==> config.mk <==
export PLATFORM = sky130hd
export DESIGN_NAME = pfp_prot
export DESIGN_NICKNAME = d
export VERILOG_FILES = /design/src/rtl/pfp_prot.v
export VERILOG_INCLUDE_DIRS = /design/src /design/src/rtl
export SDC_FILE = /design/constraint.sdc
export NUM_CORES = 1
export LEC_CHECK = 0
export ABC_AREA = 1
export ABC_CLOCK_PERIOD_IN_PS = 2100
export BUFFER_PORTS_ARGS = -buffer_cell sky130_fd_sc_hd__buf_2
export CELL_PAD_IN_SITES_DETAIL_PLACEMENT = 1
export CELL_PAD_IN_SITES_GLOBAL_PLACEMENT = 2
export CORE_MARGIN = 2
export CORE_UTILIZATION = 17
export DETAILED_ROUTE_END_ITERATION = 8
export GPL_TIMING_DRIVEN = 0
export PLACE_DENSITY = 0.86
export SETUP_SLACK_MARGIN = 0.3
export SLEW_MARGIN = 0
export SYNTH_ARGS = -nofsm -noshare
export SYNTH_HDL_FRONTEND = slang
export SYNTH_SLANG_ARGS = --single-unit
==> constraint.sdc <==
create_clock -name clk_i -period 2.1 [get_ports clk_i]
set_clock_uncertainty 0.15 [all_clocks]
set_input_delay 0.42 -clock clk_i [delete_from_list [all_inputs] [get_ports clk_i]]
set_output_delay 0.42 -clock clk_i [all_outputs]
set_load 0.02 [all_outputs]
==> src/rtl/pfp_map.vh <==
// Offsets, fields, reset values and tables of the program flash protection block
`ifndef PFP_MAP_VH
`define PFP_MAP_VH

// Register byte addresses
`define PFP_OFF_PROT 8'h08
`define PFP_OFF_STAT 8'h0c

// Protection register fields
`define PFP_BIT_POL 7
`define PFP_BIT_RSV 6
`define PFP_BIT_HDIS 5
`define PFP_BIT_HS_HI 4
`define PFP_BIT_HS_LO 3
`define PFP_BIT_LDIS 2
`define PFP_BIT_LS_HI 1
`define PFP_BIT_LS_LO 0

// Status register fields
`define PFP_BIT_VIOL 4
`define PFP_BIT_LOADED 0

// Value held before the load and after a double bit fault
`define PFP_FULL_PROT 8'h7f

// Configuration byte location
`define PFP_CFG_ADDR 23'h7f_ff0c

// Program array bounds
`define PFP_ARRAY_BASE 23'h7e_0000
`define PFP_ARRAY_TOP 23'h7f_ffff

// Upper range starts, by size code
`define PFP_HI_START0 23'h7f_f800
`define PFP_HI_START1 23'h7f_f000
`define PFP_HI_START2 23'h7f_e000
`define PFP_HI_START3 23'h7f_c000

// Lower range bounds, by size code
`define PFP_LO_BASE 23'h7f_8000
`define PFP_LO_END0 23'h7f_83ff
`define PFP_LO_END1 23'h7f_87ff
`define PFP_LO_END2 23'h7f_8fff
`define PFP_LO_END3 23'h7f_9fff

// Allowed scenario transitions, one byte per source, bit n allows target n
`define PFP_TRANS_MAP 64'hff5a_3c18_080c_0a0f

`endif

==> src/rtl/pfp_prot.v <==
// Program flash protection register with AHB-Lite access and address checker
// Behaviour
// - Reset sequence loads the register from the stored byte at 0x7F_FF0C.
// - Double bit fault at load clears polarity bit, sets all others.
// - A write giving a scenario not allowed from the current one is ignored.
// - Reads always return the protection actually in force.
// - Program or erase to a protected address is refused, violation flag set.
// - Block erase refused while any sector of the block is protected.
// - Bit 7 sets range polarity: 1 ranges protected, 0 ranges unprotected.
// - Both ranges disabled: nothing protected if bit 7 set, else all.
// - Bit 5 disables the upper range ending at 0x7F_FFFF.
// - Upper size bits 4-3 take writes only while the upper range is disabled.
// - Upper size codes give 2, 4, 8, 16 Kbytes ending at the array top.
// - Bit 2 disables the lower range starting at 0x7F_8000.
// - Lower size bits 1-0 take writes only while the lower range is disabled.
// - Lower size codes give 1, 2, 4, 8 Kbytes from 0x7F_8000.
// - An eight by eight matrix of scenario transitions is enforced.
// - After the load, software may change protection under add-only limits.
// - Violation flag clears only by writing 1; while set, commands blocked.
`timescale 1ns/1ps
`include "pfp_map.vh"

module pfp_prot (
  input wire clk_i,
  input wire srst_i,
  // AHB-Lite slave
  input wire hsel_i,
  input wire [31:0] haddr_i,
  input wire [1:0] htrans_i,
  input wire hwrite_i,
  input wire [2:0] hsize_i,
  input wire [31:0] hwdata_i,
  input wire hready_i,
  output reg [31:0] hrdata_o,
  output wire hreadyout_o,
  output wire hresp_o,
  // Reset sequence load
  output wire cfg_req_o,
  output wire [22:0] cfg_addr_o,
  input wire cfg_valid_i,
  input wire [7:0] cfg_byte_i,
  input wire cfg_dbf_i,
  // Command engine check
  input wire chk_valid_i,
  input wire [22:0] chk_addr_i,
  input wire chk_blk_erase_i,
  output wire chk_prot_o,
  output wire chk_refuse_o,
  output wire launch_block_o,
  // State
  output reg [7:0] prot_o,
  output reg viol_o
);

  // Scenario number of a register value
  function [2:0] pfp_scen;
    input [7:0] v;
    begin
      pfp_scen = {v[`PFP_BIT_POL], v[`PFP_BIT_HDIS], v[`PFP_BIT_LDIS]};
    end
  endfunction

  // Transition matrix lookup
  function pfp_allowed;
    input [2:0] from;
    input [2:0] to;
    reg [63:0] map;
    begin
      map = `PFP_TRANS_MAP;
      pfp_allowed = map[{from, to}];
    end
  endfunction

  // Whether a program address is protected under a register value
  function pfp_is_prot;
    input [7:0] v;
    input [22:0] a;
    reg [22:0] hi_start;
    reg [22:0] lo_end;
    reg in_hi;
    reg in_lo;
    reg in_rng;
    reg in_arr;
    begin
      case (v[`PFP_BIT_HS_HI:`PFP_BIT_HS_LO])
        2'b00: hi_start = `PFP_HI_START0;
        2'b01: hi_start = `PFP_HI_START1;
        2'b10: hi_start = `PFP_HI_START2;
        default: hi_start = `PFP_HI_START3;
      endcase
      case (v[`PFP_BIT_LS_HI:`PFP_BIT_LS_LO])
        2'b00: lo_end = `PFP_LO_END0;
        2'b01: lo_end = `PFP_LO_END1;
        2'b10: lo_end = `PFP_LO_END2;
        default: lo_end = `PFP_LO_END3;
      endcase
      // Upper range ends at the array top
      in_hi = (a >= hi_start) && (a <= `PFP_ARRAY_TOP);
      in_lo = (a >= `PFP_LO_BASE) && (a <= lo_end);
      in_rng = (~v[`PFP_BIT_HDIS] & in_hi)
             | (~v[`PFP_BIT_LDIS] & in_lo);
      in_arr = (a >= `PFP_ARRAY_BASE) && (a <= `PFP_ARRAY_TOP);
      // Polarity picks ranges or their complement
      if (v[`PFP_BIT_POL]) begin
        pfp_is_prot = in_arr & in_rng;
      end else begin
        pfp_is_prot = in_arr & ~in_rng;
      end
    end
  endfunction

  reg loaded;
  reg dp_valid;
  reg dp_write;
  reg [7:0] dp_addr;
  reg [7:0] next_prot;
  reg next_viol;
  reg [7:0] wr_val;
  reg [31:0] next_rdata;
  wire ap_valid;
  wire wr_prot;
  wire wr_stat;
  wire blk_prot;
  wire refuse;

  // Zero wait state, always OKAY
  assign hreadyout_o = 1'b1;
  assign hresp_o = 1'b0;

  assign ap_valid = hsel_i & htrans_i[1] & hready_i;

  // Address phase capture
  always @(posedge clk_i) begin
    if (srst_i) begin
      dp_valid <= 1'b0;
      dp_write <= 1'b0;
      dp_addr <= 8'h00;
    end else begin
      dp_valid <= ap_valid;
      dp_write <= hwrite_i;
      dp_addr <= haddr_i[7:0];
    end
  end

  assign wr_prot = dp_valid & dp_write & (dp_addr == `PFP_OFF_PROT);
  assign wr_stat = dp_valid & dp_write & (dp_addr == `PFP_OFF_STAT);

  // Fetch of the stored byte stays requested until it arrives
  assign cfg_req_o = ~loaded;
  assign cfg_addr_o = `PFP_CFG_ADDR;

  // Size fields keep their value while their range is enabled
  always @* begin
    wr_val = hwdata_i[7:0];
    if (!prot_o[`PFP_BIT_HDIS]) begin
      wr_val[`PFP_BIT_HS_HI:`PFP_BIT_HS_LO] =
        prot_o[`PFP_BIT_HS_HI:`PFP_BIT_HS_LO];
    end
    if (!prot_o[`PFP_BIT_LDIS]) begin
      wr_val[`PFP_BIT_LS_HI:`PFP_BIT_LS_LO] =
        prot_o[`PFP_BIT_LS_HI:`PFP_BIT_LS_LO];
    end
  end

  // Protection register next value
  always @* begin
    next_prot = prot_o;
    if (!loaded) begin
      if (cfg_valid_i) begin
        if (cfg_dbf_i) begin
          next_prot = `PFP_FULL_PROT;
        end else begin
          next_prot = cfg_byte_i;
        end
      end
    end else if (wr_prot) begin
      // Writes before the load are dropped; the load owns the register
      if (pfp_allowed(pfp_scen(prot_o), pfp_scen(wr_val))) begin
        next_prot = wr_val;
      end
    end
  end

  // Checker outputs
  assign chk_prot_o = pfp_is_prot(prot_o, chk_addr_i);
  // Any range enabled, or inverted polarity, leaves some sector protected
  assign blk_prot = ~prot_o[`PFP_BIT_POL]
                  | ~prot_o[`PFP_BIT_HDIS]
                  | ~prot_o[`PFP_BIT_LDIS];
  assign refuse = chk_blk_erase_i ? blk_prot : chk_prot_o;
  assign chk_refuse_o = refuse;
  assign launch_block_o = viol_o;

  // Violation flag: a new event wins over a clear in the same cycle
  always @* begin
    next_viol = viol_o;
    if (wr_stat && hwdata_i[`PFP_BIT_VIOL]) begin
      next_viol = 1'b0;
    end
    if (chk_valid_i && refuse) begin
      next_viol = 1'b1;
    end
  end

  always @(posedge clk_i) begin
    if (srst_i) begin
      prot_o <= `PFP_FULL_PROT;
      viol_o <= 1'b0;
      loaded <= 1'b0;
    end else begin
      prot_o <= next_prot;
      viol_o <= next_viol;
      if (cfg_valid_i) begin
        loaded <= 1'b1;
      end
    end
  end

  // Read data taken from next values so a read right after a write sees it
  always @* begin
    next_rdata = 32'h0000_0000;
    if (ap_valid && !hwrite_i) begin
      case (haddr_i[7:0])
        `PFP_OFF_PROT: begin
          next_rdata[7:0] = next_prot;
        end
        `PFP_OFF_STAT: begin
          next_rdata[`PFP_BIT_VIOL] = next_viol;
          next_rdata[`PFP_BIT_LOADED] = loaded | cfg_valid_i;
        end
        default: begin
          next_rdata = 32'h0000_0000;
        end
      endcase
    end
  end

  always @(posedge clk_i) begin
    if (srst_i) begin
      hrdata_o <= 32'h0000_0000;
    end else begin
      hrdata_o <= next_rdata;
    end
  end

endmodule

==> metrics.log <==
[metrics] run status: finished with violations
[metrics] violated checks: setup timing
[metrics] number of buffers inserted by hold repair at cts: 0
[metrics] wire length of the first global-routing pass: 10500 um
[metrics] wire length per cell after detailed routing: 11.8 um
[metrics] post-placement setup slack: -419 ps
[metrics] share of layout cells above drive strength 1: 44.0%
[metrics] capturing element type of the critical path: output pin
[metrics] Crit-path slowest cell: dfxtp_4
[metrics] leakage: 1.72 nW
[metrics] worst-path cell chain: clkbuf_1 -> ha_1 -> nand2_1 -> nand2_1 -> nand2_1 -> nand2_1 -> nand2_1 -> nand2_1 -> nand2_2 -> nand2_1 -> nand2_2 -> nand3_4 -> a21boi_4 -> buf_6
[metrics] proportion of synthesized chip area in sequential cells: 27.0%
[metrics] average cell area after synthesis: 6.68 um^2
[metrics] all-layer global routing usage: 10.3%
[metrics] number of hold violations in the final report: 0
[metrics] CTS tree: built
[metrics] Final min period: 2550 ps
[metrics] final count of pins violating max slew: 0
[metrics] half-perimeter wire length after detailed placement: 5760 um
[metrics] Cell Int Power: 1.10 mW
[metrics] routed wire length on met3: 529 um
[metrics] area of the die: 13100 um^2
[metrics] cell total after placement: 581
[metrics] DR DRC count: 0
[metrics] Final Cycle Share: 121%
[metrics] Sw Pwr: 510 uW
[metrics] clock transition time at the flip-flop clock pins of the worst setup and hold paths: 70 ps
[metrics] Ys Warns: 0
[metrics] Die Span Y: 115 um
[metrics] Netlist Area Pre-Place: 2080 um^2
[metrics] row cnt: 40
[metrics] number of antenna violations at the first check in global routing: 1
[metrics] Rel. slew slack: 61.6%
[metrics] Crit path required time: 1530 ps
[metrics] r2r worst-path depth: 19
[metrics] H-tree depth: 1
[metrics] Die X: 115 um
[metrics] relative contribution of the clock network to total power: 32.5%
[metrics] TritonCTS buffer count: 3
[metrics] drt first-iter violations: 51
[metrics] Data arrival, critical path: 1980 ps
[metrics] placer's final routability congestion estimate: 0.744
[metrics] Peak supply drop: 0.000259 V
[metrics] final count of negative-setup-slack endpoints: 3
[metrics] maximum fanout along the worst path: 5
[metrics] class of the most critical setup path: flip-flop to output pin
[metrics] gate count of the mapped netlist: 311
[metrics] min-delay worst type: input pin to flip-flop
[metrics] Maximum Capacitance Violations: 0
[metrics] CP max stage delay: 370 ps
[metrics] pin count of the biggest net entering global routing: 17
[metrics] pin slew with the least headroom to its limit: 568 ps
[metrics] core footprint: 12000 um^2
[metrics] count of boundary I/O pins: 179
[metrics] clock latency at the later pin of the worst-skew pair: 270 ps
[metrics] number of nets in the layout: 568
[metrics] total vias in the final route: 2253
[metrics] fill cell total of the finished layout: 1514
[metrics] Final Worst Setup Slack: -446 ps
[metrics] nature of the critical path startpoint: flip-flop
[metrics] vias in the first global route: 2191
[metrics] power per cell area: 497 nW/um^2
[metrics] Setup Total Neg Slack: -893 ps
[metrics] number of sinks driven by the clock tree: 28
[metrics] remaining antenna violation count after routing: 0
[metrics] dominant cell type by count on the critical path: nand2_1
[metrics] total overflow reported by the global router: 0
[metrics] maximum count of clock buffers along a single path: 2
[metrics] fraction of power consumed by combinational cells: 31.6%
[metrics] Clock Root Buffer: clkbuf_16
[metrics] PnR Total Power: 1.61 mW
[metrics] post-DR vias/cell: 3.77
[metrics] sequential share of power: 35.9%
[metrics] Port Buffer Count: 76
[metrics] cell area after layout: 3240 um^2
[metrics] Yosys top cell area share: 27.0%
[metrics] cell depth of the worst hold path: 3
[metrics] initial core utilization: 17.4%
[metrics] post-route core utilization: 27.1%
[metrics] leading post-synthesis cells by cell area: dfxtp_1 (27%), buf_4 (18%), nand2_1 (10%)
[metrics] Detailed Route WL: 7060 um
[metrics] Area after DPL: 2850 um^2
[metrics] switching part of the total: 31.6%
[metrics] post-route non-filler standard cell count: 598
[metrics] register bit count reported by yosys: 28
[metrics] worst hold slack: 215 ps
[metrics] library cell with the largest summed area after synthesis: dfxtp_1
[metrics] total routed wire length on the met1 layer: 2970 um
[metrics] unrepaired setup endpoints after global routing: yes
[metrics] maximum clock rate: 393 MHz
[metrics] combined flip-flop and latch cell area: 582 um^2
[metrics] number of distinct standard cells referenced by the synthesized netlist: 32
[metrics] area taken by multi-input logic gates: 1270 um^2
[metrics] iteration count of the initial detailed-routing pass: 4
[metrics] met2 wire len: 3480 um
[metrics] Synth-to-Final Area Change: 56.0%
[metrics] highest metal used: met4
==> cell families after synthesis <==
kind of cell    Yosys count  synth area share [%]
flops                    28                  27.0
compound gates           33                  10.3
simple gates            136                  29.2
other cells               2                 0.362
fa+ha+maj                 8                  4.82
buf+inv                 104                  28.4
==> power by group through the flow <==
stage	Clock, mW	Sequential [mW]	Combinational, mW
floorplan	0	0.600	0.301
global placement	0	0.592	0.429
detailed placement	0	0.593	0.440
CTS	0.531	0.579	0.475
global route	0.551	0.583	0.564
finish	0.523	0.579	0.510
==> state kept, by name (all words and copies together), names as in the netlist <==
signal,count
dp_addr,8
hrdata_o,8
prot_o,8
dp_valid,1
dp_write,1
launch_block_o,1
loaded,1
==> cells in the mapped netlist <==
library cell,n
a21oi_1,10
o21a_1,1
a21oi_2,3
clkbuf_1,3
nand3_2,3
o21ai_1,3
nor2_1,40
nand3_4,1
nor2_2,2
buf_2,1
a21boi_0,2
inv_4,1
nor3_2,1
buf_4,50
nand4_1,7
o22ai_1,2
ha_1,8
conb_1,2
o211ai_1,1
o221ai_1,5
nand2_1,58
dfxtp_1,28
inv_2,2
nand2_2,1
a211oi_1,1
nor4_1,2
o41ai_1,1
buf_6,1
o21ai_0,4
nor3_1,3
nand3_1,18
inv_1,46
==> worst max-delay path, delay by kind of cell (launching register included) <==
kind / cells / cell delay (ps)
AOI/OAI and AO/OA: 1 / 170
adders and majority gates: 1 / 290
and+or+nand+nor: 10 / 660
buffers and inverters: 2 / 220
DFF: 1 / 370
==> cell type report <==
| type | instances | share of cell area (%) |
|---|---|---|
| timing repair buffer | 88 | 15.6 |
| clock buffer | 4 | 3.09 |
| multi-input combinational | 226 | 39.2 |
| inverter | 49 | 5.98 |
| sequential | 28 | 18.0 |
| tap | 147 | 5.68 |
| buffer | 55 | 12.5 |
| antenna | 1 | 0.0772 |
==> layer usage <==
| layer | track usage, % | vias to the layer above |
|---|---|---|
| met1 | 12.4 | 1010 |
| met5 | 0 | - |
| met3 | 2.33 | 4 |
| met2 | 17.6 | 76 |
| li1 | - | 1163 |
| met4 | 4.15 | 0 |
==> final timing paths <==
path	from	to	slack, ps
setup / recovery	prot_o[4]$_SDFF_PP1_	chk_refuse_o	-450
hold / removal	haddr_i[1]	dp_addr[1]$_SDFF_PP0_	220
setup reg to reg	prot_o[4]$_SDFF_PP1_	hrdata_o[4]$_SDFF_PP0_	-60
hold reg to reg	loaded$_SDFFE_PP0P_	prot_o[4]$_SDFF_PP1_	400
==> cells in the final DEF, fill, tap and decap left out, types with 2 or more instances in the layout <==
cell type	Yosys	layout
buf_2	1	73
buf_4	50	60
nand2_1	58	50
conb_1	2	49
inv_1	46	43
nor2_1	40	37
dfxtp_1	28	21
nand3_1	18	15
a21oi_2	3	9
nand2_2	1	8
nand4_1	7	7
buf_6	1	6
ha_1	8	6
nor2_2	2	5
o221ai_1	5	5
dfxtp_4	0	5
inv_2	2	4
o21ai_2	0	4
nand3_2	3	4
clkbuf_16	0	4
clkbuf_1	3	3
nor3_1	3	3
nand3_4	1	3
a21oi_1	10	3
inv_6	0	2
o22ai_1	2	2
ha_4	0	2
dfxtp_2	0	2
==> what timing repair did <==
| action | CTS | global route |
|---|---|---|
| endpoints found under the setup margin | 12 | 17 |
| resized for setup | 23 | 34 |
| pin swaps | 8 | 17 |
| buffers inserted | 10 | 2 |
Power figures use the tool's default switching activity.
